--- config.mk ---
export PLATFORM = sky130hd
export DESIGN_NAME = irm_filter
export DESIGN_NICKNAME = d
export VERILOG_FILES = /design/src/rtl/irm_pkg.sv /design/src/rtl/irm_filter.sv /design/src/rtl/irm_skid.sv
export VERILOG_INCLUDE_DIRS = /design/src /design/src/rtl
export SDC_FILE = /design/constraint.sdc
export NUM_CORES = 2
export LEC_CHECK = 0
export BUFFER_PORTS_ARGS = -buffer_cell sky130_fd_sc_hd__buf_4
export CAP_MARGIN = 20
export CORE_UTILIZATION = 55
export CTS_BUF_LIST = sky130_fd_sc_hd__clkbuf_8 sky130_fd_sc_hd__clkbuf_16
export DETAILED_ROUTE_END_ITERATION = 12
export GPL_TIMING_DRIVEN = 1
export PLACE_DENSITY = 0.73
export SYNTH_ARGS = -nofsm -noshare
export SYNTH_HDL_FRONTEND = slang
export SYNTH_SLANG_ARGS = --single-unit
--- constraint.sdc ---
create_clock -name i_clk_sys -period 4.1 [get_ports i_clk_sys]
set_input_delay 0.205 -clock i_clk_sys [delete_from_list [all_inputs] [get_ports i_clk_sys]]
set_output_delay 0.205 -clock i_clk_sys [all_outputs]
set_load 0.1 [all_outputs]
--- src/rtl/irm_defs.svh ---
// Purpose: offsets, field positions and other constants of the rx match filter
// Assumes: included by the filter design file by bare name
// Notes:   definitions only
`ifndef IRM_DEFS_SVH
`define IRM_DEFS_SVH
`define IRM_PTR_BASE      16'h040c
`define IRM_MATCH_BASE    16'h410c
`define IRM_CTX_STRIDE    16'h0020
`define IRM_CTRL_BASE     16'h0400
`define IRM_STAT_BASE     16'h0404
`define IRM_MASK_HI       16'h0478
`define IRM_MASK_LO       16'h047c
`define IRM_NUM_CTX       8
`define IRM_TAG_TOP       31
`define IRM_CYC_HI        26
`define IRM_CYC_LO        12
`define IRM_SYNC_HI       11
`define IRM_SYNC_LO       8
`define IRM_SYNC_GATE     6
`define IRM_CHAN_HI       5
`define IRM_MATCH_WMASK   32'hf7ff_ff7f
`define IRM_RUN_BIT       15
`define IRM_SOC_BIT       29
`define IRM_MULTI_BIT     28
`define IRM_ACTIVE_BIT    10
`define IRM_WAIT_SYNC     2'h3
`define IRM_TAG_ONE       2'h1
`define IRM_ZERO32        32'h0000_0000
`endif

--- src/rtl/irm_pkg.sv ---
// Purpose: types shared by the rx match filter files
// Assumes: field widths are written out here, not taken from irm_defs.svh
// Notes:   packets travel as irm_pkt_s
package irm_pkg;
    typedef struct packed {
        logic [1:0] tag;
        logic [5:0] channel;
        logic [3:0] sync;
    } irm_pkt_s;

    typedef struct packed {
        irm_pkt_s   pkt;
        logic [7:0] accept;
    } irm_res_s;

    typedef struct packed {
        logic [27:0] descriptor_block_pointer;
        logic [3:0]  contig_count;
    } irm_ptr_s;

    typedef struct packed {
        logic [3:0]  accept_tags;
        logic [14:0] start_cycle_value;
        logic [3:0]  sync_value;
        logic        tag_one_sync_gate;
        logic [5:0]  channel_select;
    } irm_match_s;

    typedef struct packed {
        logic run;
        logic start_on_cycle_enable;
        logic multi_channel_select_mode;
        logic active;
    } irm_ctl_s;
endpackage

--- src/rtl/irm_filter.sv ---
// Summary of operation
// - setting run makes the context fetch from its descriptor pointer.
// - eight contexts; pointer at base 40Ch plus 32 times context number.
// - pointer bits 31:4 hold the 16-byte-aligned descriptor address.
// - tag accept bits 31..28 enable tags 11b down to 00b.
// - match register bits 27 and 7 always read zero.
// - start-on-cycle waits until start cycle equals the cycle timer.
// - compare uses two low seconds bits and the 13-bit cycle count.
// - sync value compared with packet sync when descriptor wait is 11b.
// - gated tag 01b packets need upper sync bits 00b.
// - other tags, or gate clear, use tag accept bits alone.
// - while gate lock is set the gate bit is read-only one.
// - six-bit channel field selects the single accepted channel.
// - multi-channel mode uses the shared channel mask instead.
// - start-on-cycle enable clears once the context becomes active.
//
// Purpose: isochronous receive start pointer, start cycle and packet filter
// Assumes: cycle timer and packets come from logic on i_clk_sys
// Notes:   control bits live in a local register at IRM_CTRL_BASE + 32*n
//          only one context at a time should run in multi-channel mode
//          contexts started in the same cycle share one fetch address
//          the cycle timer is expected on the same clock, unsynchronised
`timescale 1ns/100ps
`include "irm_defs.svh"
module irm_filter
(
    input  wire logic              i_clk_sys,
    input  wire logic              i_reset,
    input  wire logic [15:0]       i_addr,
    input  wire logic [31:0]       i_wdata,
    input  wire logic              i_wr,
    input  wire logic              i_rd,
    output logic [31:0]            o_rdata,
    input  wire logic [31:0]       i_cycle_timer,
    input  wire logic              i_sync_gate_lock,
    input  wire logic [15:0]       i_wait_sync,
    input  wire logic              i_pkt_valid,
    input  wire irm_pkg::irm_pkt_s i_pkt,
    output logic                   o_pkt_ready,
    output logic                   o_res_valid,
    output irm_pkg::irm_res_s      o_res,
    input  wire logic              i_res_ready,
    output logic [7:0]             o_fetch,
    output logic [27:0]            o_fetch_addr,
    output logic [7:0]             o_ctx_active
);
    import irm_pkg::*;

    // context count is fixed; the decode below relies on it
    localparam int NCTX = `IRM_NUM_CTX;

    // idle until run, optional wait for the start cycle, then receive
    typedef enum logic [1:0] {ST_IDLE, ST_WAIT, ST_ACTIVE} irm_ctx_e;

    // every flop of the block outside the result buffer, registered by one process
    typedef struct packed {
        irm_ptr_s   [NCTX-1:0] ptr;
        irm_match_s [NCTX-1:0] match;
        irm_ctl_s   [NCTX-1:0] ctl;
        irm_ctx_e   [NCTX-1:0] fsm;
        logic       [31:0]     mask_hi;
        logic       [31:0]     mask_lo;
        logic       [31:0]     rdata;
        logic       [7:0]      fetch;
        logic       [27:0]     fetch_addr;
        logic                  res_valid;
        irm_res_s              res;
    } irm_state_s;

    // current and next state of the block outside the result buffer
    irm_state_s st_q;
    irm_state_s st_d;
    logic       buf_ready;
    logic       buf_valid;
    irm_res_s   buf_data;
    logic [7:0] acc;
    logic [14:0] now_cycle;

    // per-context strobes from the address decode and the start cycle compare
    logic [NCTX-1:0] ptr_wr;
    logic [NCTX-1:0] match_wr;
    logic [NCTX-1:0] ctl_wr;
    logic [NCTX-1:0] ptr_rd;
    logic [NCTX-1:0] match_rd;
    logic [NCTX-1:0] ctl_rd;
    logic [NCTX-1:0] cyc_hit;

    ////////////////////////////////////////////////////////////////////////
    // decoding helpers

    // per-context offset hit; stride of 32 bytes
    function automatic logic hit(input logic [15:0] a,
                                 input logic [15:0] base,
                                 input int          n);
        return a == (base + 16'(n * 32));
    endfunction

    // view of the match register as software reads it
    function automatic logic [31:0] match_word(input irm_match_s m,
                                               input logic       lock);
        logic [31:0] w;
        w = `IRM_ZERO32;
        w[31:28] = m.accept_tags;
        w[26:12] = m.start_cycle_value;
        w[11:8]  = m.sync_value;
        w[6]     = m.tag_one_sync_gate | lock;
        w[5:0]   = m.channel_select;
        return w;   // bits 27 and 7 stay zero
    endfunction

    // bit of the 64-channel shared mask
    function automatic logic mask_bit(input logic [31:0] hi,
                                      input logic [31:0] lo,
                                      input logic [5:0]  ch);
        logic [63:0] m;
        m = {hi, lo};
        return m[ch];
    endfunction

    // packs a written word into the match fields;
    // reserved bits 27 and 7 are dropped here
    function automatic irm_match_s match_from_word(input logic [31:0] w);
        irm_match_s m;
        m.accept_tags       = w[`IRM_TAG_TOP -: 4];
        m.start_cycle_value = w[`IRM_CYC_HI:`IRM_CYC_LO];
        m.sync_value        = w[`IRM_SYNC_HI:`IRM_SYNC_LO];
        m.tag_one_sync_gate = w[`IRM_SYNC_GATE];
        m.channel_select    = w[`IRM_CHAN_HI:0];
        return m;
    endfunction

    // control word as software reads it;
    // bits without a flop read back zero
    function automatic logic [31:0] ctl_word(input irm_ctl_s c);
        logic [31:0] w;
        w = `IRM_ZERO32;
        w[`IRM_RUN_BIT]    = c.run;
        w[`IRM_SOC_BIT]    = c.start_on_cycle_enable;
        w[`IRM_MULTI_BIT]  = c.multi_channel_select_mode;
        w[`IRM_ACTIVE_BIT] = c.active;
        return w;
    endfunction

    ////////////////////////////////////////////////////////////////////////
    // two low seconds bits beside the full 13-bit cycle count; the higher
    // seconds bits are left out, so a start value recurs every 4 seconds
    assign now_cycle = {i_cycle_timer[26:25],   // low seconds bits
                        i_cycle_timer[24:12]};  // cycle count

    ////////////////////////////////////////////////////////////////////////
    // per-context register decode, shared by the write and read paths
    generate
        for (genvar g = 0; g < NCTX; g++)
        begin : g_dec
            // each context's pointer, match and control words sit 32 bytes past those of the context before
            assign ptr_wr[g]   = i_wr && hit(i_addr, `IRM_PTR_BASE, g);
            assign match_wr[g] = i_wr && hit(i_addr, `IRM_MATCH_BASE, g);
            assign ctl_wr[g]   = i_wr && hit(i_addr, `IRM_CTRL_BASE, g);
            assign ptr_rd[g]   = i_rd && hit(i_addr, `IRM_PTR_BASE, g);
            assign match_rd[g] = i_rd && hit(i_addr, `IRM_MATCH_BASE, g);
            assign ctl_rd[g]   = i_rd && hit(i_addr, `IRM_CTRL_BASE, g);
            // start cycle compare, one comparator per context
            assign cyc_hit[g] =
                (now_cycle == st_q.match[g].start_cycle_value);
        end
    endgenerate

    ////////////////////////////////////////////////////////////////////////
    // per-context acceptance, all checks combined
    generate
        for (genvar g = 0; g < NCTX; g++)
        begin : g_acc
            logic chan_ok;
            logic tag_ok;
            logic sync_ok;
            logic gate;
            irm_match_s m;
            // this context's match word and its effective gate
            assign m = st_q.match[g];
            assign gate = m.tag_one_sync_gate | i_sync_gate_lock;
            // mask replaces the channel field in multi mode
            assign chan_ok = st_q.ctl[g].multi_channel_select_mode ?
                mask_bit(st_q.mask_hi, st_q.mask_lo, i_pkt.channel) :
                (i_pkt.channel == m.channel_select);
            assign tag_ok = m.accept_tags[i_pkt.tag];
            // gated tag one needs upper sync bits 00b; others unaffected
            assign sync_ok =
                ((i_pkt.tag == `IRM_TAG_ONE) && gate) ?
                    (i_pkt.sync[3:2] == 2'h0) : 1'b1;
            // wait-on-sync descriptors only take the matching sync value;
            // idle and waiting contexts drop every packet
            assign acc[g] = (st_q.fsm[g] == ST_ACTIVE) && chan_ok &&
                tag_ok && sync_ok &&
                (i_wait_sync[2*g +: 2] != `IRM_WAIT_SYNC ||
                 i_pkt.sync == m.sync_value);
        end
    endgenerate

    ////////////////////////////////////////////////////////////////////////
    // register file, context sequencing and packet capture
    always_comb
    begin
        st_d = st_q;
        // pulses and read data fall back to zero unless refreshed
        st_d.fetch = 8'h00;
        st_d.rdata = `IRM_ZERO32;
        // the stage empties into the buffer whenever the buffer has room
        if (buf_ready)
            st_d.res_valid = 1'b0;
        // shared channel mask, one word per half
        if (i_wr)
        begin
            if (i_addr == `IRM_MASK_HI)
                st_d.mask_hi = i_wdata;
            if (i_addr == `IRM_MASK_LO)
                st_d.mask_lo = i_wdata;
        end
        if (i_rd)
        begin
            if (i_addr == `IRM_MASK_HI)
                st_d.rdata = st_q.mask_hi;
            if (i_addr == `IRM_MASK_LO)
                st_d.rdata = st_q.mask_lo;
        end
        // per-context register writes, reads and sequencing
        for (int n = 0; n < NCTX; n++)
        begin
            // whole pointer word is kept; the fetch uses bits 31:4
            if (ptr_wr[n])
                st_d.ptr[n] = i_wdata;
            if (match_wr[n])
            begin
                st_d.match[n] = match_from_word(i_wdata);
                // a locked gate bit ignores the write and keeps its value
                if (i_sync_gate_lock)
                    st_d.match[n].tag_one_sync_gate =
                        st_q.match[n].tag_one_sync_gate;
            end
            // active is status only and is never written
            if (ctl_wr[n])
            begin
                st_d.ctl[n].run = i_wdata[`IRM_RUN_BIT];
                st_d.ctl[n].start_on_cycle_enable = i_wdata[`IRM_SOC_BIT];
                st_d.ctl[n].multi_channel_select_mode =
                    i_wdata[`IRM_MULTI_BIT];
            end
            // read mux; a read hits at most one word
            if (ptr_rd[n])
                st_d.rdata = st_q.ptr[n];
            if (match_rd[n])
                st_d.rdata = match_word(st_q.match[n], i_sync_gate_lock);
            if (ctl_rd[n])
                st_d.rdata = ctl_word(st_q.ctl[n]);
            // context sequencing; run low always returns to idle
            case (st_q.fsm[n])
                // start: fetch pulse and pointer leave together
                ST_IDLE:
                begin
                    if (st_q.ctl[n].run)
                    begin
                        st_d.fetch[n] = 1'b1;
                        st_d.fetch_addr =
                            st_q.ptr[n].descriptor_block_pointer;
                        st_d.fsm[n] = st_q.ctl[n].start_on_cycle_enable ?
                            ST_WAIT : ST_ACTIVE;
                    end
                end
                // the enable drops as the context goes active
                ST_WAIT:
                begin
                    if (!st_q.ctl[n].run)
                        st_d.fsm[n] = ST_IDLE;
                    else if (cyc_hit[n])
                    begin
                        st_d.fsm[n] = ST_ACTIVE;
                        st_d.ctl[n].start_on_cycle_enable = 1'b0;
                    end
                end
                // stays until software clears run
                ST_ACTIVE:
                begin
                    if (!st_q.ctl[n].run)
                        st_d.fsm[n] = ST_IDLE;
                end
                default:
                    st_d.fsm[n] = ST_IDLE;
            endcase
            st_d.ctl[n].active = (st_d.fsm[n] == ST_ACTIVE);
        end
        // accepted packets wait in the result stage until the buffer frees;
        // every packet yields one result, even with no context accepting
        if (i_pkt_valid && (!st_q.res_valid || buf_ready))
        begin
            st_d.res_valid = 1'b1;
            st_d.res.pkt = i_pkt;
            st_d.res.accept = acc;
        end
    end

    // one register for all state outside the result buffer; reset clears every context
    always_ff @(posedge i_clk_sys)
    begin
        if (i_reset)
            st_q <= '0;
        else
            st_q <= st_d;
    end

    ////////////////////////////////////////////////////////////////////////
    // result buffer; its stall reaches the packet source via o_pkt_ready
    // the buffer's ready doubles as the stage's drain condition
    irm_skid u_skid
    (
        .i_clk_sys (i_clk_sys),
        .i_reset   (i_reset),
        .i_valid   (st_q.res_valid),
        .i_data    (st_q.res),
        .o_ready   (buf_ready),
        .o_valid   (buf_valid),
        .o_data    (buf_data),
        .i_ready   (i_res_ready)
    );

    ////////////////////////////////////////////////////////////////////////
    // outputs; result from buffer flops, ready from stage and buffer flops, via small logic
    assign o_rdata      = st_q.rdata;
    assign o_fetch      = st_q.fetch;
    assign o_fetch_addr = st_q.fetch_addr;
    assign o_res_valid  = buf_valid;
    assign o_res        = buf_data;
    assign o_pkt_ready  = !st_q.res_valid || buf_ready;
    // active bit of each context, straight from its flop
    generate
        for (genvar k = 0; k < NCTX; k++)
        begin : g_act
            assign o_ctx_active[k] = st_q.ctl[k].active;
        end
    endgenerate
endmodule

--- src/rtl/irm_skid.sv ---
// Purpose: two-entry buffer for filter results
// Assumes: one clock, synchronous active-high reset
// Notes:   a receiver stall loses no word; ready drops only when full
`timescale 1ns/100ps
module irm_skid
(
    input  wire logic              i_clk_sys,
    input  wire logic              i_reset,
    input  wire logic              i_valid,
    input  wire irm_pkg::irm_res_s i_data,
    output logic                   o_ready,
    output logic                   o_valid,
    output irm_pkg::irm_res_s      o_data,
    input  wire logic              i_ready
);
    import irm_pkg::*;

    typedef struct packed {
        irm_res_s [1:0] mem;
        logic           wp;
        logic           rp;
        logic [1:0]     cnt;
    } irm_skid_s;

    irm_skid_s st_q;
    irm_skid_s st_d;
    logic      push;
    logic      pop;

    // pointer bookkeeping; count bounds give honest full and empty
    always_comb
    begin
        st_d = st_q;
        push = i_valid && (st_q.cnt != 2'h2);
        pop  = i_ready && (st_q.cnt != 2'h0);
        if (push)
        begin
            st_d.mem[st_q.wp] = i_data;
            st_d.wp = ~st_q.wp;
        end
        if (pop)
            st_d.rp = ~st_q.rp;
        if (push && !pop)
            st_d.cnt = st_q.cnt + 2'h1;
        else if (pop && !push)
            st_d.cnt = st_q.cnt - 2'h1;
    end

    always_ff @(posedge i_clk_sys)
    begin
        if (i_reset)
            st_q <= '0;
        else
            st_q <= st_d;
    end

    assign o_ready = (st_q.cnt != 2'h2);
    assign o_valid = (st_q.cnt != 2'h0);
    assign o_data  = st_q.mem[st_q.rp];
endmodule

# Yosys cells after proc, flatten, opt, wreduce, memory -nomap -nowiden
# Index checks and enable logic that the tools add are counted.
[word_totals]
reg_bits = 741
in_bits = 115
elab_cells = 547
[op_classes]
add_sub_neg = 2
order_cmp = 5
eq_ne = 84
mux = 173
n_bitwise = 19
n_reduce_logical = 138
[ops]
columns = ["op", "n"]
rows = [
  ["2-to-1 mux 32 bit", 26],
  ["2-to-1 mux 28 bit", 15],
  ["equality test 16 x 11 -> 1 bit, second input constant", 18],
  ["equality test 16 x 15 -> 1 bit, second input constant", 8],
  ["equality test 15 bit", 8],
  ["2-to-1 mux 2 bit", 50],
  ["logical AND 1 bit", 94],
  ["2-to-1 mux 20 bit", 3],
  ["2-to-1 mux 1 bit", 57],
  ["equality test 6 bit", 8],
  ["case mux 2 bit (3 select lines)", 8],
  ["bitwise mux 40 bit", 1],
  ["equality test 2 bit, second input constant", 16],
  ["equality test 4 bit", 8],
  ["2-to-1 mux 30 bit", 1],
  ["2-to-1 mux 29 bit", 1],
  ["2-to-1 mux 21 bit", 1],
  ["demux 20 bit (select 1 bit)", 1],
  ["AND reduction 2 bit", 10],
  ["equality test 2 x 1 -> 1 bit, second input constant", 9],
  ["logical NOT 2 bit", 9],
  ["!= test 2 bit, second input constant", 9],
  ["OR reduction 2 bit", 9],
  ["binary-select mux 1 bit (select 2 bit)", 8],
  ["13 further kinds", 43],
]

# Logic depth before layout (Yosys ltp)
[depth]
ltp_word = 28
depth_mapped = 12

# Modules after synthesis
# Synthesis repeated with hierarchy kept, for this count alone.
[hier_totals]
cells_unflattened = 4777
hier_area_um2 = 36273.5
[modules_own_cells]
columns = ["module", "n_inst", "cells_each", "area_per_inst_um2", "seq_area_each_um2"]
rows = [
  ["irm_filter", 1, 4555, 34164.0, 13953.4],
  ["irm_skid", 1, 222, 2109.5, 880.8],
]

# Worst setup path after synthesis
# OpenSTA, ideal clock, no wires.
[synth_path]
path_kind = "in2reg"
from = "input port i_addr[11]"
to = "register st_q, in the netlist o_rdata[28]"
setup_ns = 0.070
arrival_ns = 2.878
t_required_ns = 4.030
slack_ns = 1.152
stages = 9
n_path_buf = 0
cell_sequence = "or4_1 or4_4 or4_1 o221a_2 o311ai_2 a21oi_1 o21a_1 o31ai_1 o2bb2ai_1"
[synth_between]
elab_chain_cells = 28
word_cells_on_any_way = 77
cone_classes = "eq/ne: 26; mux: 27; reduce/logical: 24"
[synth_rtl]
columns = ["item", "line_no", "rtl"]
rows = [
  ["from (decl)", "irm_filter.sv:29", "input wire logic [15:0] i_addr,"],
  ["equality test 16 x 11 -> 1 bit (no source line)", "--", ""],
  ["2-to-1 mux 32 bit", "irm_filter.sv:220", "if (i_addr == `IRM_MASK_HI)"],
  ["2-to-1 mux 32 bit", "irm_filter.sv:222", "if (i_addr == `IRM_MASK_LO)"],
  ["2-to-1 mux 32 bit", "irm_filter.sv:218", "if (i_rd)"],
  ["2-to-1 mux 32 bit", "irm_filter.sv:248", "if (ptr_rd[n])"],
  ["2-to-1 mux 32 bit", "irm_filter.sv:250", "if (match_rd[n])"],
  ["2-to-1 mux 32 bit", "irm_filter.sv:252", "if (ctl_rd[n])"],
  ["2-to-1 mux 32 bit", "irm_filter.sv:248", ""],
  ["[... 12 more ...]", "--", ""],
  ["2-to-1 mux 32 bit", "irm_filter.sv:250", ""],
  ["2-to-1 mux 32 bit", "irm_filter.sv:252", ""],
  ["2-to-1 mux 32 bit", "irm_filter.sv:248", ""],
  ["2-to-1 mux 32 bit", "irm_filter.sv:250", ""],
  ["2-to-1 mux 32 bit", "irm_filter.sv:252", ""],
  ["2-to-1 mux 32 bit", "irm_filter.sv:248", ""],
  ["2-to-1 mux 32 bit", "irm_filter.sv:250", ""],
  ["2-to-1 mux 30 bit *", "irm_filter.sv:252", ""],
  ["to (signal assigned)", "irm_filter.sv:306", "st_q <= st_d;"],
  ["to (decl)", "irm_filter.sv:71", "irm_state_s st_q;"],
]
# Every way passes the cells marked *; elsewhere a longest branch is shown, timed or not.
# A chain may end at the register's enable or synchronous reset.

# Final worst setup path
[layout_path]
from = "register st_q[136] (netlist name)"
to = "register st_q[2] (netlist name)"
[layout_between]
elab_chain_cells = 7
[layout_rtl]
columns = ["item", "line_no", "rtl"]
rows = [
  ["binary-select mux 1 bit (select 6 bit)", "irm_filter.sv:117", "return m[ch];"],
  ["2-to-1 mux 1 bit (implied by the code)", "irm_filter.sv:117", ""],
  ["2-to-1 mux 1 bit", "irm_filter.sv:182", "assign chan_ok = st_q.ctl[g].multi_channel_select_mode ?"],
  ["logical AND 1 bit (2 in series)", "irm_filter.sv:192", "assign acc[g] = (st_q.fsm[g] == ST_ACTIVE) && chan_ok &&"],
  ["logical AND 1 bit", "irm_filter.sv:193", "tag_ok && sync_ok &&"],
  ["logical AND 1 bit", "irm_filter.sv:192", ""],
]
# No other way between the ends. The select of a mux whose other input is x is not followed.

==> results.py <==
metrics = {
    "run_status": {
        "outcome": "completed",
    },
    "floorplan": {
        "die_area_sq_mm": 0.0659,
        "initial_core_util_pct": 55.5,
        "ios": 213,
        "rows": 93,
        "core-area_sq_mm": 0.0642,
        "die_y_um": 257,
        "die_w_um": 257,
    },
    "timing": {
        "fin_setup_tns_ps": 0,
        "slew_viol_final": 0,
        "rsz0062_at_grt": "no",
        "slew_headroom_pct": 21.2,
        "max_freq_ghz": 0.296,
        "report.final.hold_viol_count": 0,
        "tightest_slew_ps": 1170,
        "fin_crit_ps": 3380,
        "clock_skew_ps": 30.2,
        "finalCritPeriodShare_pct": 82.4,
        "setup_violations": 0,
    },
    "global_routing": {
        "gr-usage-met1_pct": 53.0,
        "grt_pass1_wl_um": 210000,
        "use_met2_pct": 64.3,
        "gr-total-overflow": 0,
        "grt_util_met3_pct": 7.99,
        "grt_pass1_vias": 32800,
        "antenna_found_initial": 1,
        "busiest_layer": "met2",
        "grtUsageTotal_pct": 41.9,
        "grt_max_degree": 146,
    },
    "synth": {
        "synth-main-ff-cell": "dfxtp_1",
        "yosys.area.top_type": "dfxtp_1",
        "seq_area_frac_synth_pct": 41.6,
        "avgSynthCellArea_sq_um": 7.61,
        "netlist_instances": 4685,
        "synth_area_sq_mm": 0.0357,
        "synth_seq_cells": 741,
        "synth_nets": 4801,
        "synth_top_area_share_pct": 41.6,
        "synth_cell_types": 70,
        "synthTopCellsByArea": "dfxtp_1 (42%), nand2_1 (14%), a21oi_1 (12%)",
        "ys_warn_count": 0,
        "synth-async-reset-ratio_pct": 0,
        "synth_edf_count": 0,
    },
    "detailed_routing": {
        "routed_via_density": 6.47,
        "drt_iter0_drc": 5100,
        "drc_errors": 0,
        "dr.pass1.iters": 7,
        "postRouteWirelength_um": 142000,
        "ant_nets": 0,
        "via_count": 35900,
        "wl_per_cell_um": 25.6,
    },
    "critical_path": {
        "cp-start-kind": "flip-flop",
        "required_ps": 4620,
        "critPathMaxStageDelay_ps": 590,
        "path_max_fanout": 6,
        "crit_arrival_ps": 3900,
        "crit_chain": "mux4_2 -> mux4_2 -> mux2_2 -> nand2_1 -> o21ai_1 -> buf_6 -> buf_4 -> a21oi_1 -> a311oi_1 -> dlygate4sd3_1 -> a21oi_1 -> nor2_1",
        "critPathLaunch": "st_q[136]$_SDFFE_PP0P_",
        "crit_family": "multiplexers",
        "endpoint_kind": "flip-flop",
        "worst-path-buf-inv": 3,
        "cp_slowest_cell": "dlygate4sd3_1",
        "crit_type": "flip-flop to flip-flop",
        "regToRegStartpoint": "st_q[136]$_SDFFE_PP0P_",
    },
    "layout": {
        "layout_common_cells": "nand2_1 (1344), a21oi_1 (836), dfxtp_1 (741), buf_4 (311), xnor2_1 (184)",
        "n_antenna_cell": 0,
        "layout_commonest_cell": "nand2_1",
        "area_growth_pct": 13.3,
        "drive_gt1_share_pct": 11.9,
        "final_net_count": 4753,
    },
    "pwr": {
        "power.density_mw_per_mm2": 391,
        "total_power_w": 0.0158,
        "total_leakage_power_nw": 13.0,
        "peakVddDrop_mv": 0.378,
    },
    "clocking": {
        "cts_max_path_buffers": 3,
        "cts_root_buf": "clkbuf_16",
        "htree_levels": 3,
        "cts_setup_buffers": 0,
        "clk_latency_ps": 660,
        "clkSinkCount": 741,
        "clkTransAtPathRegs_ps": 60,
        "cts_tree": "built",
        "numCtsBuffers": 79,
    },
    "place": {
        "hpwl_um": 97600,
        "numPortBuffers": 195,
        "gp_congestion": 1.03,
    },
    "min_path": {
        "holdCritPathClass": "input port to flip-flop",
        "hp-start": "i_wdata[28]",
    },
    "job": {
        "cap_violations": 0,
    },
}
## registers in the layout (all words and copies together), names as in the netlist
signal	count
st_q	381
g_acc.m	240
u_skid.st_q	44
o_rdata	32
o_fetch_addr	28
o_ctx_active	8
o_fetch	8
## final cells by class
type	count	area, sq um
Inverter	15	56.3
Clock buffer	104	2370
Clock inverter	38	335
Tap cell	855	1070
Fill cell	5773	23800
Multi-Input combinational cell	3422	18600
Sequential cell	741	14800
Timing Repair Buffer	378	3140
## cells in the mapped netlist, types with 4 or more instances
cell	n
nand3_1	24
o221ai_1	35
nor3_1	35
clkbuf_8	11
o22ai_1	5
o221a_2	4
a22o_1	30
dfxtp_1	741
nand2_1	1345
o2111ai_1	7
xor2_1	19
buf_1	12
nor2b_1	5
a211oi_1	57
and3_1	5
nand2b_1	5
a311o_1	24
o211ai_1	89
buf_2	5
a22oi_1	97
xnor2_1	184
buf_4	78
a311oi_1	16
nor2_1	181
inv_1	14
o21ai_0	112
mux4_2	28
nand4_1	51
a31oi_1	28
a21oi_1	836
nor4_1	26
mux2_2	21
a221oi_1	9
mux2i_1	42
nor3b_1	17
or3_1	11
a222oi_1	27
or4_1	4
clkbuf_1	398
or2_2	6
## repair_timing
action                    4_1_cts  5_1_grt
hold endpoints to repair      513        0
gates resized for setup         0        0
hold buffers                   52        0
## path summary, 6_finish.rpt
| check | endpoint | slack (ps) | cells past startpoint |
|---|---|---|---|
| min reg2reg | u_skid.st_q[33]$_SDFFE_PP0P_ | 450 | 2 |
| max reg2reg | st_q[2]$_SDFFE_PP0P_ | 720 | 12 |
| min | st_q[149]$_SDFFE_PP0P_ | 20 | 3 |
| max | st_q[2]$_SDFFE_PP0P_ | 720 | 12 |
## per-stage QoR
stage | instances | setup WS, ps | area [sq um] | util (%) | hold slack (ps)
floorplan | 4685 | 1150 | 35700 | - | 334
global placement | 5357 | 557 | 37200 | 57.9 | 438
detailed placement | 5358 | 497 | 37200 | 57.9 | 445
CTS | 5552 | 827 | 40400 | 62.9 | 15.5
global route | 5553 | 665 | 40400 | 62.9 | 20.9
finish | 5553 | 723 | 40400 | 62.9 | 20.7
## kinds of logic (layout without fill, tap and decap cells)
group	count (synthesis)	in the layout	synth area share, %
fa+ha+maj	1	1	0.0351
buf+inv	522	535	6.70
simple gates	1735	1735	19.8
mux	91	91	3.61
flops	741	741	41.6
compound gates	1392	1392	23.3
xor+xnor	203	203	4.98
## power breakdown
group	internal [W]	switching, W	leakage, nW
sequential	0.00723	0.0000567	5.97
combinational	0.000305	0.000708	5.59
clock	0.00441	0.00307	1.42
total	0.0119	0.00384	13.0
## per-layer routing
metal  part of all wire [%]  up-vias
met5                      0        -
met4                    8.2        0
met3                     10      577
met2                     44     2342
met1                     37    17000
li1                       -    16000
## worst reg2reg max path, cell delays in order (launching register included)
cell and delay (ps):
dfxtp_1 390, mux4_2 530, mux4_2 470, mux2_2 270, nand2_1 70, o21ai_1 140, buf_6 210, buf_4 160
a21oi_1 180, a311oi_1 80, dlygate4sd3_1 590, a21oi_1 130, nor2_1 50
Note: power is estimated with default switching activity, not from simulation.
